### config.mk
export PLATFORM = sky130hd
export DESIGN_NAME = rail_enable_and_reset_logic
export DESIGN_NICKNAME = d
export VERILOG_FILES = /design/src/design/rail_reset_pkg.sv /design/src/design/rail_enable_and_reset_logic.sv
export SDC_FILE = /design/constraint.sdc
export NUM_CORES = 1
export LEC_CHECK = 0
export BUFFER_PORTS_ARGS = -buffer_cell sky130_fd_sc_hd__buf_2
export CORE_MARGIN = 2
export CORE_UTILIZATION = 45
export CTS_BUF_LIST = sky130_fd_sc_hd__clkbuf_8
export CTS_CLUSTER_SIZE = 14
export DETAILED_ROUTE_END_ITERATION = 10
export PLACE_DENSITY = 0.76
export SYNTH_ARGS = -nofsm -noshare
export SYNTH_HDL_FRONTEND = slang
export SYNTH_SLANG_ARGS = --single-unit
### constraint.sdc
create_clock -name clk -period 2.2 [get_ports clk]
set_input_delay 0.44 -clock clk [delete_from_list [all_inputs] [get_ports clk]]
set_output_delay 0.44 -clock clk [all_outputs]
set_load 0.1 [all_outputs]
### src/design/rail_reset_pkg.sv
// package for the rail enable and reset logic: modes, cause layout, reset values
// assumes a single 25 MHz clock domain and no register bus
package rail_reset_pkg;

    typedef enum logic [2:0] {
        mode_power_off = 3'h0,
        mode_sleep = 3'h1,
        mode_active = 3'h2,
        mode_passive = 3'h3
    } power_mode_e;

    typedef enum logic [2:0] {
        op_init = 3'h0,
        op_diag = 3'h1,
        op_safing = 3'h2,
        op_scrap = 3'h3,
        op_arming = 3'h4
    } op_state_e;

    // raw asynchronous error and comparator flags from the analog side
    typedef struct packed {
        logic bandgap_error;
        logic analog_reg_error;
        logic digital_reg_error;
        logic ground_error;
        logic five_volt_rail_error;
        logic three_v3_rail_error;
        logic backfeed_detect;
    } analog_flags_s;

    // regulator and switch enables
    typedef struct packed {
        logic charge_gen_en;
        logic crossover_sw_en;
        logic five_volt_rail_en;
        logic three_v3_rail_en;
        logic sensor_supply_rail_en;
        logic safing_fet_supply_en;
        logic safing_fet_25v_sel;
    } rail_enables_s;

    localparam int cause_width = 8;
    localparam int cause_bandgap = 0;
    localparam int cause_analog_reg = 1;
    localparam int cause_digital_reg = 2;
    localparam int cause_ground = 3;
    localparam int cause_five_volt = 4;
    localparam int cause_three_v3 = 5;
    localparam int cause_wdg_a = 6;
    localparam int cause_wdg_b = 7;

    localparam logic [cause_width-1:0] cause_reset_value = 8'h00;
    localparam int sync_stages = 2;

endpackage : rail_reset_pkg

### src/design/rail_enable_and_reset_logic.sv
// rail enables by power mode, safing fet supply enable, reset hierarchy and reset causes
// assumes mode and command inputs come from logic on clk; analog flags are asynchronous
`timescale 1ns/1ps

// Behaviour
// - charge generator on/off commands take effect only in active mode
// - outside active mode the charge generator is forced off
// - crossover switch turns on automatically on entering passive mode
// - back-feed comparator detection turns the crossover switch off
// - external crossover control output is high exactly while in passive mode
// - five volt regulator enabled in active and passive, else disabled
// - three-v3 regulator enabled in active and passive, else disabled
// - sensor supply regulator enabled in active and passive, else disabled
// - safing fet supply on for any arm signal, or high fire without low
// - safing fet supply defaults to 20 V; config bit selects 25 V
// - bandgap or regulator error raises power-on reset, forcing all resets
// - watchdog fsm reset follows power-on reset
// - system fsm reset on power-on, watchdog reset, or watchdog fsm failure
// - reset pin is the inverse of the system fsm reset
// - reset causes latch into fault status; reading it clears them
// - ground shift error enters power-on reset
// - analog and digital regulator errors combine into the regulator error
// - five volt and three-v3 rail errors feed system reset generation
// - system fsm reset returns operating state to init from any state
module rail_enable_and_reset_logic #(
    parameter int arm_count = 4
) (
    input wire logic clk,
    input wire logic nrst,
    input wire rail_reset_pkg::power_mode_e power_mode,
    input wire rail_reset_pkg::analog_flags_s analog_flags,
    input wire logic charge_cmd_valid,
    input wire logic charge_cmd_on,
    input wire logic safing_25v_cfg,
    input wire logic [arm_count-1:0] internal_arm_signals,
    input wire logic high_side_fire_enable,
    input wire logic low_side_fire_enable,
    input wire logic wdg_a_fail,
    input wire logic wdg_b_fail,
    input wire logic fault_status_read,
    input wire logic go_diag,
    input wire logic go_safing,
    input wire logic go_scrap,
    input wire logic go_arming,
    input wire logic arming_exit,
    output rail_reset_pkg::rail_enables_s rail_enables,
    output logic ext_crossover_ctrl_out,
    output logic reset_n_out,
    output logic power_on_rst,
    output logic watchdog_fsm_rst,
    output logic system_fsm_rst,
    output logic internal_regulator_error,
    output logic [rail_reset_pkg::cause_width-1:0] fault_status_reg,
    output rail_reset_pkg::op_state_e op_state
);

    // refuse settings the logic cannot serve
    if (arm_count < 1) begin : g_arm_count_check
        $error("arm_count must be at least 1");
    end
    if (rail_reset_pkg::sync_stages != 2) begin : g_sync_check
        $error("the flag synchroniser is built for exactly two stages");
    end
    if (rail_reset_pkg::cause_width < 8) begin : g_cause_check
        $error("cause_width must hold all eight reset causes");
    end

    localparam int flag_w = $bits(rail_reset_pkg::analog_flags_s);

    // mode decode shared by the three regulator enables
    function automatic logic rails_wanted(input rail_reset_pkg::power_mode_e mode);
        rails_wanted = (mode == rail_reset_pkg::mode_active)
            || (mode == rail_reset_pkg::mode_passive);
    endfunction : rails_wanted

    // safing fet supply request: any arm line, or high-side fire without low-side
    function automatic logic safing_request(
        input logic [arm_count-1:0] arm,
        input logic high_fire,
        input logic low_fire
    );
        safing_request = (|arm) || (high_fire && !low_fire);
    endfunction : safing_request

    // one bit per cause, so simultaneous causes stay distinguishable
    function automatic logic [rail_reset_pkg::cause_width-1:0] cause_vector(
        input rail_reset_pkg::analog_flags_s f,
        input logic wdg_a,
        input logic wdg_b
    );
        cause_vector = '0;
        cause_vector[rail_reset_pkg::cause_bandgap] = f.bandgap_error;
        cause_vector[rail_reset_pkg::cause_analog_reg] = f.analog_reg_error;
        cause_vector[rail_reset_pkg::cause_digital_reg] = f.digital_reg_error;
        cause_vector[rail_reset_pkg::cause_ground] = f.ground_error;
        cause_vector[rail_reset_pkg::cause_five_volt] = f.five_volt_rail_error;
        cause_vector[rail_reset_pkg::cause_three_v3] = f.three_v3_rail_error;
        cause_vector[rail_reset_pkg::cause_wdg_a] = wdg_a;
        cause_vector[rail_reset_pkg::cause_wdg_b] = wdg_b;
    endfunction : cause_vector

    // wdg failures come from the same clock; only analog flags are synchronised
    logic [flag_w-1:0] flag_meta;
    logic [flag_w-1:0] flag_sync;
    rail_reset_pkg::analog_flags_s flags;

    always_ff @(posedge clk or negedge nrst) begin
        if (!nrst) begin
            flag_meta <= '0;
            flag_sync <= '0;
        end else begin
            flag_meta <= analog_flags;
            flag_sync <= flag_meta;
        end
    end

    assign flags = rail_reset_pkg::analog_flags_s'(flag_sync);

    logic is_active;
    logic is_passive;
    logic in_passive_prev;
    assign is_active = (power_mode == rail_reset_pkg::mode_active);
    assign is_passive = (power_mode == rail_reset_pkg::mode_passive);

    // charge generator
    logic charge_gen;
    always_ff @(posedge clk or negedge nrst) begin
        if (!nrst) begin
            charge_gen <= 1'b0;
        end else if (!is_active) begin
            charge_gen <= 1'b0;
        end else if (charge_cmd_valid) begin
            charge_gen <= charge_cmd_on;
        end
    end

    // crossover switch: turn-off by back-feed wins over the entry event
    logic crossover_sw;
    always_ff @(posedge clk or negedge nrst) begin
        if (!nrst) begin
            in_passive_prev <= 1'b0;
            crossover_sw <= 1'b0;
        end else begin
            in_passive_prev <= is_passive;
            if (flags.backfeed_detect || !is_passive) begin
                crossover_sw <= 1'b0;
            end else if (!in_passive_prev) begin
                crossover_sw <= 1'b1;
            end
        end
    end

    // one output flop per enable, so no decode glitch ever reaches a regulator pin
    logic charge_gen_en;
    logic crossover_sw_en;
    logic five_volt_rail_en;
    logic three_v3_rail_en;
    logic sensor_supply_rail_en;
    logic safing_fet_supply_en;
    logic safing_fet_25v_sel;

    always_ff @(posedge clk or negedge nrst) begin
        if (!nrst) begin
            charge_gen_en <= 1'b0;
        end else begin
            charge_gen_en <= charge_gen;
        end
    end

    always_ff @(posedge clk or negedge nrst) begin
        if (!nrst) begin
            crossover_sw_en <= 1'b0;
        end else begin
            crossover_sw_en <= crossover_sw;
        end
    end

    always_ff @(posedge clk or negedge nrst) begin
        if (!nrst) begin
            five_volt_rail_en <= 1'b0;
        end else begin
            five_volt_rail_en <= rails_wanted(power_mode);
        end
    end

    always_ff @(posedge clk or negedge nrst) begin
        if (!nrst) begin
            three_v3_rail_en <= 1'b0;
        end else begin
            three_v3_rail_en <= rails_wanted(power_mode);
        end
    end

    always_ff @(posedge clk or negedge nrst) begin
        if (!nrst) begin
            sensor_supply_rail_en <= 1'b0;
        end else begin
            sensor_supply_rail_en <= rails_wanted(power_mode);
        end
    end

    always_ff @(posedge clk or negedge nrst) begin
        if (!nrst) begin
            safing_fet_supply_en <= 1'b0;
        end else begin
            safing_fet_supply_en <= safing_request(internal_arm_signals,
                high_side_fire_enable, low_side_fire_enable);
        end
    end

    // zero out of reset selects the 20 V setting
    always_ff @(posedge clk or negedge nrst) begin
        if (!nrst) begin
            safing_fet_25v_sel <= 1'b0;
        end else begin
            safing_fet_25v_sel <= safing_25v_cfg;
        end
    end

    always_ff @(posedge clk or negedge nrst) begin
        if (!nrst) begin
            ext_crossover_ctrl_out <= 1'b0;
        end else begin
            ext_crossover_ctrl_out <= is_passive;
        end
    end

    always_comb begin
        rail_enables.charge_gen_en = charge_gen_en;
        rail_enables.crossover_sw_en = crossover_sw_en;
        rail_enables.five_volt_rail_en = five_volt_rail_en;
        rail_enables.three_v3_rail_en = three_v3_rail_en;
        rail_enables.sensor_supply_rail_en = sensor_supply_rail_en;
        rail_enables.safing_fet_supply_en = safing_fet_supply_en;
        rail_enables.safing_fet_25v_sel = safing_fet_25v_sel;
    end

    // reset hierarchy, combinational from synchronised flags
    logic reg_err;
    logic por;
    logic wsm_rst;
    logic ssm_rst;
    assign reg_err = flags.analog_reg_error || flags.digital_reg_error;
    assign por = flags.bandgap_error || reg_err || flags.ground_error;
    assign wsm_rst = por;
    // rail errors act on the system reset like the watchdog failures
    assign ssm_rst = por || wsm_rst || wdg_a_fail || wdg_b_fail
        || flags.five_volt_rail_error || flags.three_v3_rail_error;

    // each reset output on its own flop; all stand asserted while nrst is low
    always_ff @(posedge clk or negedge nrst) begin
        if (!nrst) begin
            power_on_rst <= 1'b1;
        end else begin
            power_on_rst <= por;
        end
    end

    always_ff @(posedge clk or negedge nrst) begin
        if (!nrst) begin
            watchdog_fsm_rst <= 1'b1;
        end else begin
            watchdog_fsm_rst <= wsm_rst;
        end
    end

    always_ff @(posedge clk or negedge nrst) begin
        if (!nrst) begin
            system_fsm_rst <= 1'b1;
        end else begin
            system_fsm_rst <= ssm_rst;
        end
    end

    always_ff @(posedge clk or negedge nrst) begin
        if (!nrst) begin
            reset_n_out <= 1'b0;
        end else begin
            reset_n_out <= !ssm_rst;
        end
    end

    always_ff @(posedge clk or negedge nrst) begin
        if (!nrst) begin
            internal_regulator_error <= 1'b0;
        end else begin
            internal_regulator_error <= reg_err;
        end
    end

    // reset causes; a new cause in the read cycle survives the clear
    logic [rail_reset_pkg::cause_width-1:0] cause_now;
    assign cause_now = cause_vector(flags, wdg_a_fail, wdg_b_fail);

    always_ff @(posedge clk or negedge nrst) begin
        if (!nrst) begin
            fault_status_reg <= rail_reset_pkg::cause_reset_value;
        end else if (fault_status_read) begin
            fault_status_reg <= cause_now;
        end else begin
            fault_status_reg <= fault_status_reg | cause_now;
        end
    end

    // operating state, held in init while the system reset stands
    always_ff @(posedge clk or negedge nrst) begin
        if (!nrst) begin
            op_state <= rail_reset_pkg::op_init;
        end else if (ssm_rst) begin
            op_state <= rail_reset_pkg::op_init;
        end else begin
            case (op_state)
                rail_reset_pkg::op_init: begin
                    if (go_diag) begin
                        op_state <= rail_reset_pkg::op_diag;
                    end
                end
                rail_reset_pkg::op_diag: begin
                    if (go_safing) begin
                        op_state <= rail_reset_pkg::op_safing;
                    end else if (go_scrap) begin
                        op_state <= rail_reset_pkg::op_scrap;
                    end
                end
                rail_reset_pkg::op_safing: begin
                    op_state <= rail_reset_pkg::op_safing;
                end
                rail_reset_pkg::op_scrap: begin
                    if (go_arming) begin
                        op_state <= rail_reset_pkg::op_arming;
                    end
                end
                rail_reset_pkg::op_arming: begin
                    if (arming_exit) begin
                        op_state <= rail_reset_pkg::op_scrap;
                    end
                end
                default: begin
                    op_state <= rail_reset_pkg::op_init;
                end
            endcase
        end
    end

endmodule : rail_enable_and_reset_logic

# ---- Word level (Yosys, flattened, before mapping)
# Cells that the tools add are included.
dict set report classes {
  eq_ne 12
  n_mux 12
  n_bitwise 1
  n_reduce_logical 17
}
# cell n
set ops {}
lappend ops {{$mux W3} 6}
lappend ops {{$pmux W3 S5} 1}
lappend ops {{$eq A3 B2 Y1 const B} 4}
lappend ops {{$logic_or A1 B1 Y1} 10}
lappend ops {{$ne A3 B3 Y1 const B} 3}
lappend ops {{$mux W8} 1}
lappend ops {{$or A8 B8 Y8} 1}
lappend ops {{$mux W1} 4}
lappend ops {{$ne A4 B4 Y1 const B} 1}
lappend ops {{$reduce_and A4 Y1} 1}
lappend ops {{$reduce_or A4 Y1} 1}
lappend ops {{$eq A3 B1 Y1 const B} 1}
lappend ops {{$eq A3 B3 Y1 const B} 1}
lappend ops {{$logic_not A1 Y1} 3}
lappend ops {{$logic_not A3 Y1} 1}
lappend ops {{$ne A2 B1 Y1 const B} 1}
lappend ops {{$ne A2 B2 Y1 const B} 1}
lappend ops {{$logic_and A1 B1 Y1} 1}
dict set report totals {
  ff_bits 37
  in_bits 29
  output_inout_bits 24
  word_cells 58
}

# ---- Logic depth before layout (Yosys ltp)
# Gate-level depths: netlist of the first run.
dict set report logic_depth {
  depth_word 9
  mapped_depth 3
  ltp_nobuf 3
}

# ---- Worst setup path after synthesis of the first run
# No wires, ideal clock.
dict set report synth_path {
  kind {register to output}
  start {register watchdog_fsm_rst}
  end {output watchdog_fsm_rst}
  t_arrival_ns 1.217
  path_slack_ns 0.543
  path_stages_with_launch 2
  cell_sequence {dfstp_2 buf_4}
}
# element line
set synth_lines {}
lappend synth_lines {{start: declaration} rail_enable_and_reset_logic.sv:50} ;# output logic watchdog_fsm_rst,
lappend synth_lines {{start signal: assignment} rail_enable_and_reset_logic.sv:263} ;# watchdog_fsm_rst <= wsm_rst;
# No word-level cell between the ends.

# ---- Worst setup path after layout of the first run
dict set report layout_path {
  start {register op_state[2]}
  end {output op_state[2]}
}
# element line
set layout_lines {}
lappend layout_lines {{start: declaration} rail_enable_and_reset_logic.sv:54} ;# output rail_reset_pkg::op_state_e op_state
lappend layout_lines {{start signal: assignment} rail_enable_and_reset_logic.sv:308} ;# op_state <= rail_reset_pkg::op_init;
lappend layout_lines {{start signal: assignment} rail_enable_and_reset_logic.sv:310} ;# op_state <= rail_reset_pkg::op_init;
lappend layout_lines {{start signal: assignment} rail_enable_and_reset_logic.sv:315} ;# op_state <= rail_reset_pkg::op_diag;
# No word-level cell between the ends.

==> results_dict.tcl, run 1 <==
set metrics [dict create \
    status "finished, final reports clean" \
    crit_path_end_kind "primary output" \
    comb_power_share_pct 15.2 \
    cp.required_ns 1.76 \
    via_per_inst 4.80 \
    syn_inst 84 \
    grt_start_max_net_pins 38 \
    synth_compound_area_share_pct 9.47 \
    die_width_um 57.4 \
    post_cts_buffers 0 \
    dpl_worst_slack_ns 0.832 \
    period_share_pct 75.4 \
    cts.root.buffer_cell "clkbuf_8" \
    synth_simple_gate_area_share_pct 10.6 \
    cts_tree "done" \
    path_buf_inv 1 \
    min_path_type "in -> async" \
    final.setup.tns_ns 0 \
    power_frac_clock_pct 32.2 \
    track_usage_pct 13.6 \
    die-height_um 57.4 \
    io-pin-count 53 \
    grt_pass1_vias 796 \
    clk_latency_ns 0.27 \
    synth_xor_xnor_area_share_pct 0 \
    syn_area_per_cell_um2 15.3 \
    synth_top_cell_by_area "dfrtp_1" \
    drive_gt1_share_pct 50.0 \
    swShare_pct 27.5 \
    nNetsFinal 164 \
    arrival_ns 1.22 \
    hold_violations 0 \
    drv_cap 0 \
    synth_top_family_by_area "simple AND/OR/NAND/NOR gates" \
    fin_ws_ns 0.541 \
    ctsHoldBuffers 0 \
    cp-start-kind "register" \
    power_mw 1.38 \
    path_clk_slew_ns 0.06 \
    synthDominantCellAreaShare_pct 68.4 \
    dr_total_vias 802 \
    area_growth_pct 25.7 \
    ys_types 26 \
    port_buffers 52 \
    routed_wl_mm 1.96 \
    antenna_found_initial 0 \
    p_switching_mw 0.379 \
    ys_ff_latch 37 \
    criticalPathCategory "reg -> out" \
    initial_core_util_pct 46.9 \
    antennaDiodeCount 0 \
    cts_sinks 37 \
    synth_area_mm2 0.00128 \
    irDropWorstVdd_mv 0.587 \
    synthTopCellsByArea "dfrtp_1 68%, buf_4 4.7%, a21o_1 4.1%" \
    gp_congestion 0.663 \
    stdcell_area_mm2 0.00161 \
    synth_adder_area_share_pct 0 \
    rsz0062_at_grt "no" \
    yosysMostFrequentCell "dfrtp_1" \
    crit_chain "buf_2" \
    htreeDepth 2 \
    drt_iter0_markers 22 \
    tightestPinTransition_ns 0.749 \
    crit_fanout 8 \
    ys.flop_type "dfrtp_1" \
    drc 0 \
    power_density_mw_per_mm2 854 \
    cp_slowest_cell "buf_2" \
    largest_register_ffs 8 \
    ys_seq_area_share_pct 72.5 \
    cts_resized 0 \
    slew_headroom_pct 50.0 \
    grt_pass1_wl_mm 3.31 \
    synthMuxAreaShare_pct 1.56 \
    overflow 0 \
    syn_nets 113 \
    die-area_mm2 0.00329 \
    postLayoutCoreUtil_pct 58.9 \
    clockBufferDepth 2 \
    cts_buffers 5 \
    synth_edf_count 0 \
    r2r_setup_slack_ns 0.87 \
    core_mm2 0.00273 \
    placed_area_mm2 0.00152 \
    slew_violations 0 \
    yosys_warnings 0 \
    netlist_top_cells_count "35 x dfrtp_1, 8 x buf_4, 7 x a21o_1" \
    first_pass_iters 4 \
    finalCriticalPeriod_ns 1.66 \
    slowest_delay_ns 0.48 \
    fp-row-count 19 \
    leakagePower_nw 0.815 \
    wl_per_cell_um 11.7 \
    path_delay_family "buffers and inverters" \
    ant_nets 0 \
    fin_worst_skew_ns 0.00351 \
    async_flop_share_pct 100 \
    fmax_ghz 0.603 \
    p_int_mw 0.997 \
    power_frac_seq_pct 52.6 \
    setup_viol 0 \
    hpwl_mm 1.51 \
]
==> power by group through the flow <==
stage	combinational, mW	sequential, mW	clock [mW]
after floorplan	0.0676	0.825	0
after global placement	0.210	0.734	0
after detailed placement	0.212	0.737	0
after CTS	0.212	0.724	0.462
after global routing	0.220	0.726	0.495
final	0.210	0.723	0.443
==> cells by family (layout without fill, tap and decap cells) <==
| logic type | count (synthesis) | in the layout |
|---|---|---|
| buffers and inverters | 12 | 64 |
| AO/OA/AOI/OAI | 16 | 16 |
| flip-flops | 37 | 37 |
| AND/OR/NAND/NOR | 17 | 17 |
| multiplexers | 2 | 2 |
==> placed cells by master (no fill, tap or decap), types with 3 or more instances in the layout <==
master,instances
a21o_1,7
buf_2,52
clkbuf_8,6
dfrtp_1,35
inv_1,6
nor2b_1,3
nor3b_1,3
==> metal layers <==
layer | vias to the layer above | GRT usage, % | share of wire, %
met5 | - | 0 | 0
met4 | 0 | 7.97 | 1.4
met3 | 2 | 4.54 | 6.9
met2 | 37 | 22.4 | 52
met1 | 384 | 15.2 | 40
li1 | 379 | - | -
==> final timing paths <==
path,from,end,depth (start not counted)
hold / removal,nrst,flag_sync[0]$_DFF_PN0_,1
hold reg to reg,flag_meta[5]$_DFF_PN0_,flag_sync[5]$_DFF_PN0_,0
min in group clk,analog_flags[3],flag_meta[3]$_DFF_PN0_,1
setup reg to reg,flag_sync[3]$_DFF_PN0_,op_state[0]$_DFFE_PN0P_,3
setup / recovery,op_state[2]$_DFFE_PN0P_,op_state[2],1
max in group asynchronous,nrst,fault_status_reg[7]$_DFF_PN0_,1
==> cell type report <==
cell class | instances | area, um2
clock buffers | 6 | 82.6
flip-flops and latches | 37 | 928
fillers | 231 | 1120
well taps | 31 | 38.8
multi-input cells | 35 | 278
clock inverters | 2 | 7.51
inverters | 4 | 15.0
repair buffers | 52 | 260
==> metrics by stage <==
step	hold slack, ns	instances
after floorplan	0.144	84
after global placement	0.332	159
after detailed placement	0.335	159
after CTS	0.252	167
after global routing	0.251	167
final	0.233	167
(Power assumes the default switching activity.)
==> inputs of run 2 (changes only) <==
ABC_AREA = 1   (was unset)
PLACE_DENSITY = 0.75   (was 0.76)
clock period = 1.6 ns   (was 2.2 ns; I/O delays follow)
==> run 2 against run 1 <==
  * Critical path depth stayed put
  * Die area is 3.8% higher
  * Total power is 41% higher
  * Critical endpoint is now watchdog_fsm_rst
  * Critical path type unchanged
  * Cell area is 5.4% higher
  * Non-clock buffer count is 2 higher
  * Sequential cell count stayed put
  * Largest cell class unchanged
  * Combinational power is 48% higher
  * Worst hold slack worse by 0.097 ns
  * Setup slack worse by 0.48 ns
  * Clock-buffer cell count stayed put
==> results_dict.tcl, run 2 <==
set metrics [dict create \
    status "finished, final reports clean" \
    min_path_type "in -> reg" \
    async_flop_share_pct 100 \
    ys.flop_type "dfrtp_1" \
    cp_slowest_cell "dfstp_2" \
    wl_met1_um 893 \
    grt_start_max_net_pins 38 \
    largest_register_ffs 8 \
    cts_tree "done" \
    die_width_um 58.4 \
    cp.required_ns 1.28 \
    min_delay_path_depth 1 \
    cts.root.buffer_cell "clkbuf_8" \
    power_density_mw_per_mm2 1140 \
    crit_fanout 2 \
    synth_xor_xnor_area_share_pct 0 \
    clockBufferDepth 2 \
    clk_latency_ns 0.28 \
    syn_area_per_cell_um2 11.4 \
    arrival_ns 1.22 \
    yosysMostFrequentCell "dfrtp_1" \
    stdcell_area_mm2 0.00170 \
    slew_violations 0 \
    area_growth_pct 27.2 \
    grt_pass1_wl_mm 3.86 \
    hold_end "flag_meta[2]$_DFF_PN0_" \
    swShare_pct 29.1 \
    synth_simple_gate_area_share_pct 12.6 \
    port_buffers 52 \
    synth_top_family_by_area "simple AND/OR/NAND/NOR gates" \
    tightestPinTransition_ns 0.496 \
    drt_iter0_markers 30 \
    cts_sinks 37 \
    yosys_warnings 0 \
    synth_top_cell_by_area "dfrtp_1" \
    worst-r2r-cell-count 6 \
    hpwl_mm 1.80 \
    core_mm2 0.00278 \
    syn_nets 146 \
    antennaDiodeCount 0 \
    dpl_worst_slack_ns 0.359 \
    grt_pass1_vias 969 \
    netlist_top_cells_count "35 x dfrtp_1, 21 x inv_1, 12 x nand2_1, 12 x nor2_1, 8 x buf_4" \
    cp-start-kind "register" \
    dr_total_vias 912 \
    reg2reg_from "op_state[2]$_DFFE_PN0P_" \
    ys_types 19 \
    criticalPathCategory "reg -> out" \
    fin_worst_skew_ns 0.00385 \
    finalCriticalPeriod_ns 1.54 \
    hold_slack_ns 0.136 \
    synth_compound_area_share_pct 5.82 \
    overflow 0 \
    initial_core_util_pct 48.0 \
    final_common_cell "buf_2" \
    synthDominantCellAreaShare_pct 65.7 \
    track_usage_pct 15.8 \
    synth_area_mm2 0.00133 \
    r2r_setup_slack_ns 0.41 \
    path_buf_inv 1 \
    rsz0062_at_grt "no" \
    hold_violations 0 \
    path_clk_slew_ns 0.07 \
    ys_ff_latch 37 \
    ys_seq_area_share_pct 69.6 \
    synthTopCellsByArea "dfrtp_1 66%, inv_1 5.9%, buf_4 4.5%" \
    fp-row-count 19 \
    reg2reg_to "op_state[1]$_DFFE_PN0P_" \
    final_cell_mix "52 x buf_2, 32 x dfrtp_1, 23 x inv_1" \
    first_pass_iters 4 \
    antenna_found_initial 0 \
    crit_path_end_kind "primary output" \
    wl_met3_um 156 \
    htreeDepth 2 \
    slowest_delay_ns 0.52 \
    gp_congestion 0.737 \
    via_per_inst 4.51 \
    p_switching_mw 0.564 \
    irDropWorstVdd_mv 0.999 \
    met2_wirelength_mm 1.23 \
    final.setup.tns_ns 0 \
    die-area_mm2 0.00342 \
    ant_nets 0 \
    placed_area_mm2 0.00160 \
    period_share_pct 96.2 \
    postLayoutCoreUtil_pct 61.0 \
    comb_power_share_pct 16.0 \
    cts_buffers 5 \
    p_int_mw 1.38 \
    cts_resized 0 \
    leakagePower_nw 0.935 \
    wl_per_cell_um 11.6 \
    fmax_ghz 0.649 \
    io-pin-count 53 \
    crit_chain "buf_2" \
    routed_wl_mm 2.35 \
    fin_ws_ns 0.0602 \
    slew_headroom_pct 67.2 \
    synth_adder_area_share_pct 0 \
    path_delay_family "flip-flops" \
    drive_gt1_share_pct 42.1 \
    die-height_um 58.4 \
    setup_viol 0 \
    drc 0 \
    drv_cap 0 \
    synthMuxAreaShare_pct 0.750 \
    synth_edf_count 0 \
    nNetsFinal 199 \
    top_layer_used "met4" \
    syn_inst 117 \
    power_frac_seq_pct 51.0 \
    power_frac_clock_pct 32.9 \
    hold_start "analog_flags[2]" \
]
-- run 2: cell types whose count changed in the layout (fill, tap and decap cells not counted), moves of 5 or more --
cell and delta:
a21o_1 -7, o21ai_0 +5, inv_1 +17, nand2_1 +11, o21bai_1 +5, nor2_1 +11
-- run 2: cells by family (layout without fill, tap and decap cells) --
family | Yosys count | count (layout)
simple gates | 34 | 34
flops | 37 | 37
mux | 1 | 1
compound gates | 13 | 13
buf+inv | 32 | 86
-- run 2: per-layer routing --
metal	vias up	global-route usage (%)
met2	32	27.8
li1	453	-
met3	6	6.59
met5	-	0
met1	421	15.4
met4	0	9.30
-- run 2: metrics by stage --
step           total power [mW]  std cells
6_report                   1.94        202
5_1_grt                    2.01        202
4_1_cts                    1.96        202
3_5_place_dp               1.32        193
3_3_place_gp               1.31        193
2_1_floorplan              1.24        117
-- run 2: area by class of cell --
cell class / instances / area, um2
fillers: 236 / 1080
repair buffers: 54 / 290
well taps: 31 / 38.8
multi-input cells: 48 / 255
inverters: 24 / 90.1
flip-flops and latches: 37 / 932
clock buffers: 6 / 82.6
clock inverters: 2 / 7.51
-- run 2: power by group through the flow --
stage | sequential (mW) | clock, mW | combinational (mW)
2_1_floorplan | 1.13 | 0 | 0.103
3_3_place_gp | 1.01 | 0 | 0.306
5_1_grt | 0.995 | 0.692 | 0.327
3_5_place_dp | 1.01 | 0 | 0.312
6_report | 0.990 | 0.639 | 0.311
4_1_cts | 0.991 | 0.652 | 0.314
-- run 2: repair_timing --
item                      4_1_cts  5_1_grt
hold endpoints to repair       35        0
hold buffers                    1        0
buffers inserted                0        0
-- run 2: worst max-delay path by stage --
| stage | startpoint | end | slack (ns) | cells after the start |
|---|---|---|---|---|
| final | watchdog_fsm_rst$_DFF_PN1_ | watchdog_fsm_rst | 0.06 | 1 |
| after CTS | watchdog_fsm_rst$_DFF_PN1_ | watchdog_fsm_rst | 0.05 | 1 |
| after floorplan | watchdog_fsm_rst$_DFF_PN1_ | watchdog_fsm_rst | 0.06 | 1 |
| after global routing | watchdog_fsm_rst$_DFF_PN1_ | watchdog_fsm_rst | 0.02 | 1 |
| after detailed placement | watchdog_fsm_rst$_DFF_PN1_ | watchdog_fsm_rst | 0.36 | 1 |
| after global placement | watchdog_fsm_rst$_DFF_PN1_ | power_on_rst | 0.37 | 1 |
